File: config.mk
export PLATFORM = sky130hd
export DESIGN_NAME = dct_timing
export DESIGN_NICKNAME = d
export VERILOG_FILES = /design/src/rtl/dct_pkg.sv /design/src/rtl/dct_cnt.sv /design/src/rtl/dct_timing.sv
export SDC_FILE = /design/constraint.sdc
export NUM_CORES = 1
export LEC_CHECK = 0
export BUFFER_PORTS_ARGS = -buffer_cell sky130_fd_sc_hd__buf_2
export CAP_MARGIN = 20
export CORE_MARGIN = 3
export CORE_UTILIZATION = 35
export DETAILED_ROUTE_END_ITERATION = 6
export GPL_ROUTABILITY_DRIVEN = 0
export PLACE_DENSITY_LB_ADDON = 0.2
export SLEW_MARGIN = 20
export SYNTH_ARGS = -nofsm -noshare
export SYNTH_HDL_FRONTEND = slang
export SYNTH_SLANG_ARGS = --single-unit
File: constraint.sdc
create_clock -name core_clk -period 3.07 [get_ports core_clk]
set_input_delay 0 -clock core_clk [delete_from_list [all_inputs] [get_ports core_clk]]
set_output_delay 0 -clock core_clk [all_outputs]
set_load 0.01 [all_outputs]
File: src/rtl/dct_pkg.sv
// Package for the DDR2 command timing keeper: constants, command codes, carriers.
// Assumes one 10 MHz clock; cycle counts derive from ps figures by round-up.
package dct_pkg;

  // Clock period in picoseconds
  localparam int unsigned CLK_PERIOD_PS = 100000;

  // Round a time in ps up to whole clock edges, never below one cycle
  function automatic int unsigned ps_to_cycles(input int unsigned t_ps);
    int unsigned n;
    n = (t_ps + CLK_PERIOD_PS - 1) / CLK_PERIOD_PS;
    return (n == 0) ? 1 : n;
  endfunction

  // Timing figures as printed, in their own units, and the precharge cycle count derived from them
  localparam int unsigned WRITE_TO_READ_DELAY_NCK    = 2;
  localparam int unsigned CLOCK_ENABLE_MIN_PULSE_NCK = 3;
  localparam int unsigned POWERDOWN_EXIT_SPACING_NCK = 2;
  localparam int unsigned PRECHARGE_TIME_PS          = 15000;
  localparam int unsigned PRECHARGE_CYCLE_COUNT      = ps_to_cycles(PRECHARGE_TIME_PS);

  // Counter width, mode register layout and synchroniser depth
  localparam int unsigned CNT_W        = 8;
  localparam int unsigned MR_W         = 14;
  localparam int unsigned MR_STROBE_B  = 10;
  localparam int unsigned MR_WR_LSB    = 9;
  localparam int unsigned MR_WR_W      = 3;
  localparam int unsigned PIPE_DEPTH   = 3;

  // Decoded command at the pins
  typedef enum logic [2:0] {
    DCT_NOP, DCT_ACTIVATE, DCT_READ, DCT_WRITE, DCT_WRITE_AP,
    DCT_PRECHARGE, DCT_MODE_SET
  } dct_cmd_e;

  // Command with its address field
  typedef struct packed {
    dct_cmd_e          cmd;
    logic [MR_W-1:0]   addr;
  } dct_req_s;

  // Status reported to the core
  typedef struct packed {
    logic cke_level;
    logic single_strobe;
    logic read_ok;
    logic act_ok;
    logic recovering;
  } dct_stat_s;

endpackage

File: src/rtl/dct_cnt.sv
// Down-counter used for each cycle-count spacing window.
// Assumes load and count come from logic on the same clock.
`timescale 1ns/1ns
module dct_cnt #(
  parameter int unsigned W = 8
) (
  // Clock and reset
  input  wire logic         core_clk,
  input  wire logic         reset,
  // Control
  input  wire logic         load,
  input  wire logic [W-1:0] value,
  // State
  output logic              busy
);
  logic [W-1:0] cnt_q;
  logic [W-1:0] cnt_d;

  // Load wins over count; stops at zero
  always_comb begin
    cnt_d = cnt_q;
    if (load) begin
      cnt_d = value;
    end else if (cnt_q != '0) begin
      cnt_d = cnt_q - W'(1);
    end
  end

  always_ff @(posedge core_clk) begin
    if (reset) begin
      cnt_q <= '0;
    end else begin
      cnt_q <= cnt_d;
    end
  end

  assign busy = (cnt_q != '0);
endmodule

File: src/rtl/dct_timing.sv
// Behaviour
// - New clock-enable level taken only after four equal consecutive samples.
// - Mode bit 10 zero gives differential strobe, one gives single-ended.
// - Picosecond times become clock counts by dividing and rounding up.
// - Auto-precharge write recovery is programmed write recovery plus precharge count.
// - Counts use real clock edges; activate allowed at power-down exit plus two.
//
// Device-side timing keeper for a DDR2 command interface: filters clock
// enable, holds the mode bits and reports when reads and activates are legal.
// Assumes commands arrive already decoded on core_clk; clock enable is a pin.
`timescale 1ns/1ns
module dct_timing
  import dct_pkg::*;
#(
  parameter int unsigned CNT_WIDTH = dct_pkg::CNT_W
) (
  // Clock and reset
  input  wire logic              core_clk,
  input  wire logic              reset,
  // Pins
  input  wire logic              cke_pin,
  // Decoded commands
  input  wire dct_pkg::dct_req_s req,
  input  wire logic              last_wdata,
  // Status
  output dct_pkg::dct_stat_s     stat,
  output logic [CNT_WIDTH-1:0]   ap_recovery
);
  import dct_pkg::*;

  // Pin sync and filter state
  logic [PIPE_DEPTH-1:0] cke_sync_q;
  logic [PIPE_DEPTH-1:0] cke_sync_d;
  logic [1:0]            cke_run_q;
  logic [1:0]            cke_run_d;
  logic                  cke_lvl_q;
  logic                  cke_lvl_d;
  logic                  cke_prev_q;
  logic                  cke_prev_d;
  // Mode state and outputs
  logic                  single_q;
  logic                  single_d;
  logic [MR_WR_W-1:0]    wr_q;
  logic [MR_WR_W-1:0]    wr_d;
  dct_stat_s             stat_q;
  dct_stat_s             stat_d;
  logic [CNT_WIDTH-1:0]  ap_q;
  logic [CNT_WIDTH-1:0]  ap_d;
  logic                  wtr_busy;
  logic                  xp_busy;
  logic                  dal_busy;
  logic                  pd_exit;

  // Three-flop pin synchroniser; stage 0 only feeds stage 1
  always_comb begin
    cke_sync_d = {cke_sync_q[PIPE_DEPTH-2:0], cke_pin};
  end

  // four equal samples
  // Count runs of the settled sample; the level moves only after three edges
  always_comb begin
    cke_run_d = cke_run_q;
    cke_lvl_d = cke_lvl_q;
    if (cke_sync_q[1] != cke_sync_q[2] || cke_sync_q[2] == cke_lvl_q) begin
      cke_run_d = '0;
    end else if (cke_run_q == 2'(CLOCK_ENABLE_MIN_PULSE_NCK - 1)) begin
      cke_run_d = '0;
      cke_lvl_d = cke_sync_q[2];
    end else begin
      cke_run_d = cke_run_q + 2'(1);
    end
    cke_prev_d = cke_lvl_q;
  end

  assign pd_exit = cke_lvl_q & ~cke_prev_q;

  always_ff @(posedge core_clk) begin
    if (reset) begin
      cke_sync_q <= '0;
      cke_run_q  <= '0;
      cke_lvl_q  <= 1'b0;
      cke_prev_q <= 1'b0;
    end else begin
      cke_sync_q <= cke_sync_d;
      cke_run_q  <= cke_run_d;
      cke_lvl_q  <= cke_lvl_d;
      cke_prev_q <= cke_prev_d;
    end
  end

  // strobe style from mode bit
  // Mode set captures strobe style and write recovery field
  always_comb begin
    single_d = single_q;
    wr_d     = wr_q;
    if (req.cmd == DCT_MODE_SET) begin
      single_d = req.addr[MR_STROBE_B];
      wr_d     = req.addr[MR_WR_LSB +: MR_WR_W];
    end
  end

  // recovery sum
  // Write recovery is coded as value minus one in the field
  always_comb begin
    ap_d = CNT_WIDTH'(wr_q) + CNT_WIDTH'(1) + CNT_WIDTH'(PRECHARGE_CYCLE_COUNT);
  end

  always_ff @(posedge core_clk) begin
    if (reset) begin
      single_q <= 1'b0;
      wr_q     <= '0;
      ap_q     <= '0;
    end else begin
      single_q <= single_d;
      wr_q     <= wr_d;
      ap_q     <= ap_d;
    end
  end

  dct_cnt #(.W(CNT_WIDTH)) u_wtr (
    .core_clk (core_clk),
    .reset    (reset),
    .load     (last_wdata),
    .value    (CNT_WIDTH'(WRITE_TO_READ_DELAY_NCK)),
    .busy     (wtr_busy)
  );

  dct_cnt #(.W(CNT_WIDTH)) u_xp (
    .core_clk (core_clk),
    .reset    (reset),
    .load     (pd_exit),
    .value    (CNT_WIDTH'(POWERDOWN_EXIT_SPACING_NCK - 1)),
    .busy     (xp_busy)
  );

  dct_cnt #(.W(CNT_WIDTH)) u_dal (
    .core_clk (core_clk),
    .reset    (reset),
    .load     (req.cmd == DCT_WRITE_AP),
    .value    (ap_q),
    .busy     (dal_busy)
  );

  // Registered status; read and activate gated by their windows
  always_comb begin
    stat_d.cke_level     = cke_lvl_d;
    stat_d.single_strobe = single_d;
    stat_d.read_ok       = ~wtr_busy & ~last_wdata;
    stat_d.act_ok        = ~xp_busy & ~pd_exit & ~dal_busy & cke_lvl_q;
    stat_d.recovering    = dal_busy;
  end

  always_ff @(posedge core_clk) begin
    if (reset) begin
      stat_q <= '0;
    end else begin
      stat_q <= stat_d;
    end
  end

  assign stat        = stat_q;
  assign ap_recovery = ap_q;
endmodule

==> flow_summary.ini, run 1 <==
[setup_path]
path_cells = inv_1 -> ha_1 -> or4b_1 -> nor2_1 -> and4_1
max_stage_delay_ns = 0.54
critPathCaptureType = register
cp_max_fo = 6
cp-startpoint = u_dal.cnt_q[0]
crit_slowest_cell = or4b_1
reg2regPathDepth = 5
r2r-start = u_dal.cnt_q[0]
critPathRequiredTime_ns = 3.30
crit_type = register to register
start_kind = register
arrival_ns = 2.00

[clock_tree]
cts_setup_buffers = 0
cts_resized = 0
cts.path.max_buffers = 2
cts-htree-levels = 2
cts.hold.buffers_added = 4
clock-root-buffer = clkbuf_8
cts.sinks = 41
cts.clk_slew.worst_paths_ns = 0.08
worstSkewPairLatency_ns = 0.28
cts_tree = yes
cts_buffers = 5

[cells_and_area]
fillers = 555
multi_input_area_sq_um = 954.7
syn2layout_area_growth_pct = 13.75
num_antenna_cells = 0
drive_gt1_share_pct = 13.22
regArea_sq_um = 820.8
fin_nets = 256

[floorplanning]
initial_core_util_pct = 36.64
die_w_um = 79.35
core_sq_um = 5140
rows = 26
dieArea_sq_um = 6296
die_h_um = 79.35
pin_count = 34

[min_path]
hold_path_depth = 3
worstHoldStart = last_wdata
hold_class = input pin to register

[placed_design]
hpwl_mm = 2.645
preCtsSetupSlack_ns = 1.316
port-buffer-count = 18

[yosys]
synth_seq_cells = 41
synth_edf_count = 0
yosysMostFrequentCell = dfxtp_1
synth_top_area_share_pct = 43.59
yosysTopAreaCell = dfxtp_1
synth_area_leaders = dfxtp_1 44%, ha_1 5.3%, or4_1 4.4%
syn-cell-area_sq_um = 1883
syn_inst = 208
ys_warn_count = 0
avgSynthCellArea_sq_um = 9.053
yosysSeqAreaShare_pct = 43.59
synth.distinct_cells = 39
synth_top_cells_by_count = 41 x dfxtp_1, 12 x a21oi_1, 12 x nor2_1, 12 x o21ai_0
ys.flop_type = dfxtp_1
async_reset_ff_share_pct = 0

[detailed_routing]
final_antenna_net_count = 0
drt_first_pass_iters = 4
wirelength_mm = 3.582
wl_per_cell_um = 12.06
vias_per_cell = 5.034
routed-via-count = 1495
drt_iter0_markers = 67
drc = 0

[outcome]
status = finished clean

[global_route]
grt_pass1_vias = 1352
grt-ovfl-total = 0
grt_max_degree = 22
antenna_found_initial = 0
grt.total_usage_pct = 12.40
grt_pass1_wl_mm = 6.134

[timing]
fin_crit_ns = 1.768
fmax_ghz = 0.5655
finalSetupViolCount = 0
rsz0062_at_grt = false
hold_violations = 0
drv_slew = 0
setup_tns_ns = 0
finalCritPeriodShare_pct = 57.60
maxSlewHeadroom_pct = 60.51
tightest_slew_ns = 0.5910
worst_slack_ns = 1.302
skew_ns = 0.003402

[power]
leakagePower_nw = 0.8925
ir_worst_vdd_v = 0.0003165
power.density_nw_per_um2 = 879.9
finalPower_w = 0.001885

[flow_run]
maxCapViolations = 0
routing by layer:
layer,global-route usage (%),vias to the layer above,part of all wire (%)
li1,-,780,-
met1,16.42,678,49
met2,18.77,31,44
met3,3.968,6,5.3
met4,4.639,0,1.6
met5,0,-,0
cells by family after synthesis:
| logic type | Yosys count | synth area share [%] |
|---|---|---|
| multiplexers | 5 | 2.658 |
| buffers and inverters | 25 | 6.312 |
| other | 1 | 0.1991 |
| AND/OR/NAND/NOR | 82 | 26.45 |
| adder cells (fa/ha/maj) | 8 | 5.316 |
| XOR/XNOR | 4 | 1.861 |
| AO/OA/AOI/OAI | 42 | 13.62 |
| flip-flops | 41 | 43.59 |
critical path: cells and delay by family, from the launching register on:
family / cells / cell delay (ns)
adder cells (fa/ha/maj): 1 / 0.19
AND/OR/NAND/NOR: 3 / 1.03
flip-flops: 1 / 0.36
buffers and inverters: 1 / 0.13
final timing paths:
kind                    endpoint  slack, ns
setup / recovery         stat[1]       1.30
hold / removal    u_wtr.cnt_q[1]       0.04
setup reg to reg         stat[1]       1.30
hold reg to reg     cke_run_q[0]       0.41
metrics by stage:
stage / hold slack, ns / cells / cell area, sq um / utilization [%]
3_5_place_dp: 0.2163 / 286 / 1998 / 38.88
5_1_grt: 0.08114 / 297 / 2142 / 41.67
6_report: 0.03556 / 297 / 2142 / 41.67
4_1_cts: 0.02714 / 297 / 2142 / 41.67
2_1_floorplan: 0.1282 / 211 / 1894 / -
3_3_place_gp: 0.2129 / 286 / 1998 / 38.88
sequential cells by signal, summed over array words and instances, names as in the netlist:
register / cells
u_dal.cnt_q: 8
u_wtr.cnt_q: 8
u_xp.cnt_q: 8
ap_recovery: 4
stat: 4
cke_sync_q: 3
wr_q: 3
cke_run_q: 2
cke_prev_q: 1
layout make-up:
class                           instances  share of cell area [%]
Multi-Input combinational cell        145                   44.57
Clock inverter                          2                   1.636
Sequential cell                        41                   38.32
Tap cell                               70                   4.089
Clock buffer                            5                   3.213
Timing Repair Buffer                   22                   6.075
Inverter                               12                   2.103
where the power goes:
part	switching [W]	internal (W)	total, W
registers	0.000122	0.000651	0.000774
clock network	0.000174	0.000236	0.000410
logic	0.000373	0.000328	0.000701
total	0.000669	0.00122	0.00188
cell usage in the layout, fill, tap and decap left out, types with 2 or more instances in the layout:
| cell type | synthesis | layout |
|---|---|---|
| ha_1 | 8 | 8 |
| mux2i_1 | 5 | 5 |
| nand3_1 | 6 | 6 |
| o211ai_1 | 4 | 4 |
| or3_1 | 6 | 6 |
| nor2b_1 | 11 | 11 |
| dfxtp_1 | 41 | 41 |
| nor4b_1 | 2 | 2 |
| or4_1 | 11 | 11 |
| nor4_1 | 5 | 5 |
| o31ai_1 | 5 | 5 |
| a211oi_1 | 4 | 4 |
| inv_1 | 11 | 11 |
| nor2_1 | 12 | 12 |
| buf_2 | 2 | 18 |
| nor3_1 | 6 | 6 |
| conb_1 | 1 | 4 |
| clkbuf_8 | 0 | 5 |
| a21oi_1 | 12 | 12 |
| nor3b_1 | 5 | 5 |
| nand2b_1 | 2 | 2 |
| xnor2_1 | 3 | 3 |
| dlygate4sd3_1 | 0 | 4 |
| nand2_1 | 6 | 6 |
| or3b_2 | 4 | 4 |
| o21ai_0 | 12 | 12 |
(Power assumes the default switching activity.)
==> run 2: changes to the inputs <==
- clock period: 3.07 -> 1.6 ns (I/O delays scaled with it)
==> flow_summary.ini, run 2 (synthesis results as in run 1) <==
[min_path]
holdPathEnd = u_wtr.cnt_q[1]
worstHoldStart = last_wdata
hold_path_depth = 3
hold_class = input pin to register

[power]
ir_worst_vdd_v = 0.0007516
power.density_nw_per_um2 = 1787
leakagePower_nw = 1.062

[clock_tree]
worstSkewPairLatency_ns = 0.29
clock-root-buffer = clkbuf_8
cts_buffers = 5
cts.clk_slew.worst_paths_ns = 0.08
cts.path.max_buffers = 2
cts_tree = yes
cts.sinks = 41
cts-htree-levels = 2

[flow_run]
maxCapViolations = 0

[cells_and_area]
syn2layout_area_growth_pct = 33.09
drive_gt1_share_pct = 36.29
top_regs = u_dal.cnt_q x8, u_wtr.cnt_q x8, u_xp.cnt_q x8
num_antenna_cells = 0
multi_input_area_sq_um = 1076
fin_nets = 287
regArea_sq_um = 834.6
final_cell_mix = 32 x dfxtp_1, 28 x buf_4, 18 x buf_2
final_cell_area_sq_um = 2506
fillers = 548
final_common_cell = dfxtp_1

[floorplanning]
dieArea_sq_um = 6296
pin_count = 34
die_w_um = 79.35
initial_core_util_pct = 36.64
core_sq_um = 5140
rows = 26
die_h_um = 79.35

[timing]
finalCritPeriodShare_pct = 99.38
skew_ns = 0.005984
rsz0062_at_grt = true
whs_ns = 0.01630
fin_crit_ns = 1.590
drv_slew = 0
fmax_ghz = 0.6289
hold_violations = 0
finalSetupViolCount = 0

[setup_path]
cp_max_fo = 5
critPathCaptureType = register
start_kind = register
arrival_ns = 1.80
critPathRequiredTime_ns = 1.81
r2r-end = u_xp.cnt_q[5]
cp-startpoint = u_xp.cnt_q[1]
reg2regPathDepth = 3
rrSetupSlack_ns = 0.01
crit_type = register to register
r2r-start = u_xp.cnt_q[1]

[global_route]
grt.total_usage_pct = 14.10
grt_pass1_wl_mm = 7.017
grt-ovfl-total = 0
grt_pass1_vias = 1589
grt_max_degree = 16
antenna_found_initial = 0

[detailed_routing]
drt_iter0_markers = 73
wirelength_mm = 4.387
drc = 0
vias_per_cell = 5.073
routed-via-count = 1669
final_antenna_net_count = 0
wl_per_cell_um = 13.33
drt_first_pass_iters = 4

[placed_design]
placed_cell_area_sq_um = 2223
hpwl_mm = 3.012
port-buffer-count = 18

[outcome]
status = finished clean
[run 2: how the worst max path moves through the flow]
| stage | to | slack [ns] | cells after the start |
|---|---|---|---|
| 2_1_floorplan | u_wtr.cnt_q[6] | 0.003 | 4 |
| 3_3_place_gp | stat[1] | -0.01 | 5 |
| 3_5_place_dp | u_dal.cnt_q[5] | -0.03 | 5 |
| 4_1_cts | u_xp.cnt_q[7] | 0.003 | 3 |
| 5_1_grt | u_dal.cnt_q[7] | -0.06 | 5 |
| 6_report | u_xp.cnt_q[5] | 0.01 | 3 |
[run 2: worst max-delay path: stages (launching register included)]
cell     delay, ns
dfxtp_4       0.37
or4_4         0.54
or4_1         0.48
a21oi_1       0.13
[run 2: layout make-up]
| class | count | share of cell area, % |
|---|---|---|
| Clock inverter | 3 | 0.6990 |
| Timing Repair Buffer | 53 | 14.93 |
| Tap cell | 70 | 3.495 |
| Sequential cell | 41 | 33.30 |
| Multi-Input combinational cell | 145 | 42.94 |
| Inverter | 12 | 1.897 |
| Clock buffer | 5 | 2.746 |
[run 2: through the flow]
step / TNS [ns] / power, W / instances / util [%] / worst slack, ns
2_1_floorplan: 0 / 0.002641 / 211 / - / 0.003422
3_3_place_gp: -0.01278 / 0.003363 / 315 / 43.26 / -0.01029
3_5_place_dp: -0.09787 / 0.003357 / 315 / 43.26 / -0.02843
4_1_cts: 0 / 0.004136 / 327 / 46.42 / 0.003390
5_1_grt: -0.1532 / 0.004844 / 329 / 48.76 / -0.05991
6_report: 0 / 0.004479 / 329 / 48.76 / 0.009860
[run 2: layer usage]
layer / up-vias / global-route usage (%) / part of all wire (%)
met1: 794 / 18.26 / 48
met2: 30 / 22.73 / 48
met4: 0 / 5.326 / 1.0
met5: - / 0 / 0
met3: 5 / 3.288 / 3.3
li1: 840 / - / -
[run 2: where the power goes]
part	total (W)	switching, W	internal (W)	leakage, nW
registers	0.00149	0.000218	0.00127	0.339
clock network	0.000657	0.000356	0.000301	0.0439
logic	0.00233	0.00104	0.00129	0.679
[run 2: what timing repair did]
action | in CTS | in global routing
setup buffers | 0 | 2
pin swaps | 2 | 9
endpoints found under the setup margin | 7 | 18
hold endpoints to repair | 4 | 0
hold buffers | 4 | 0
resized for setup | 9 | 32
cloned | 0 | 0
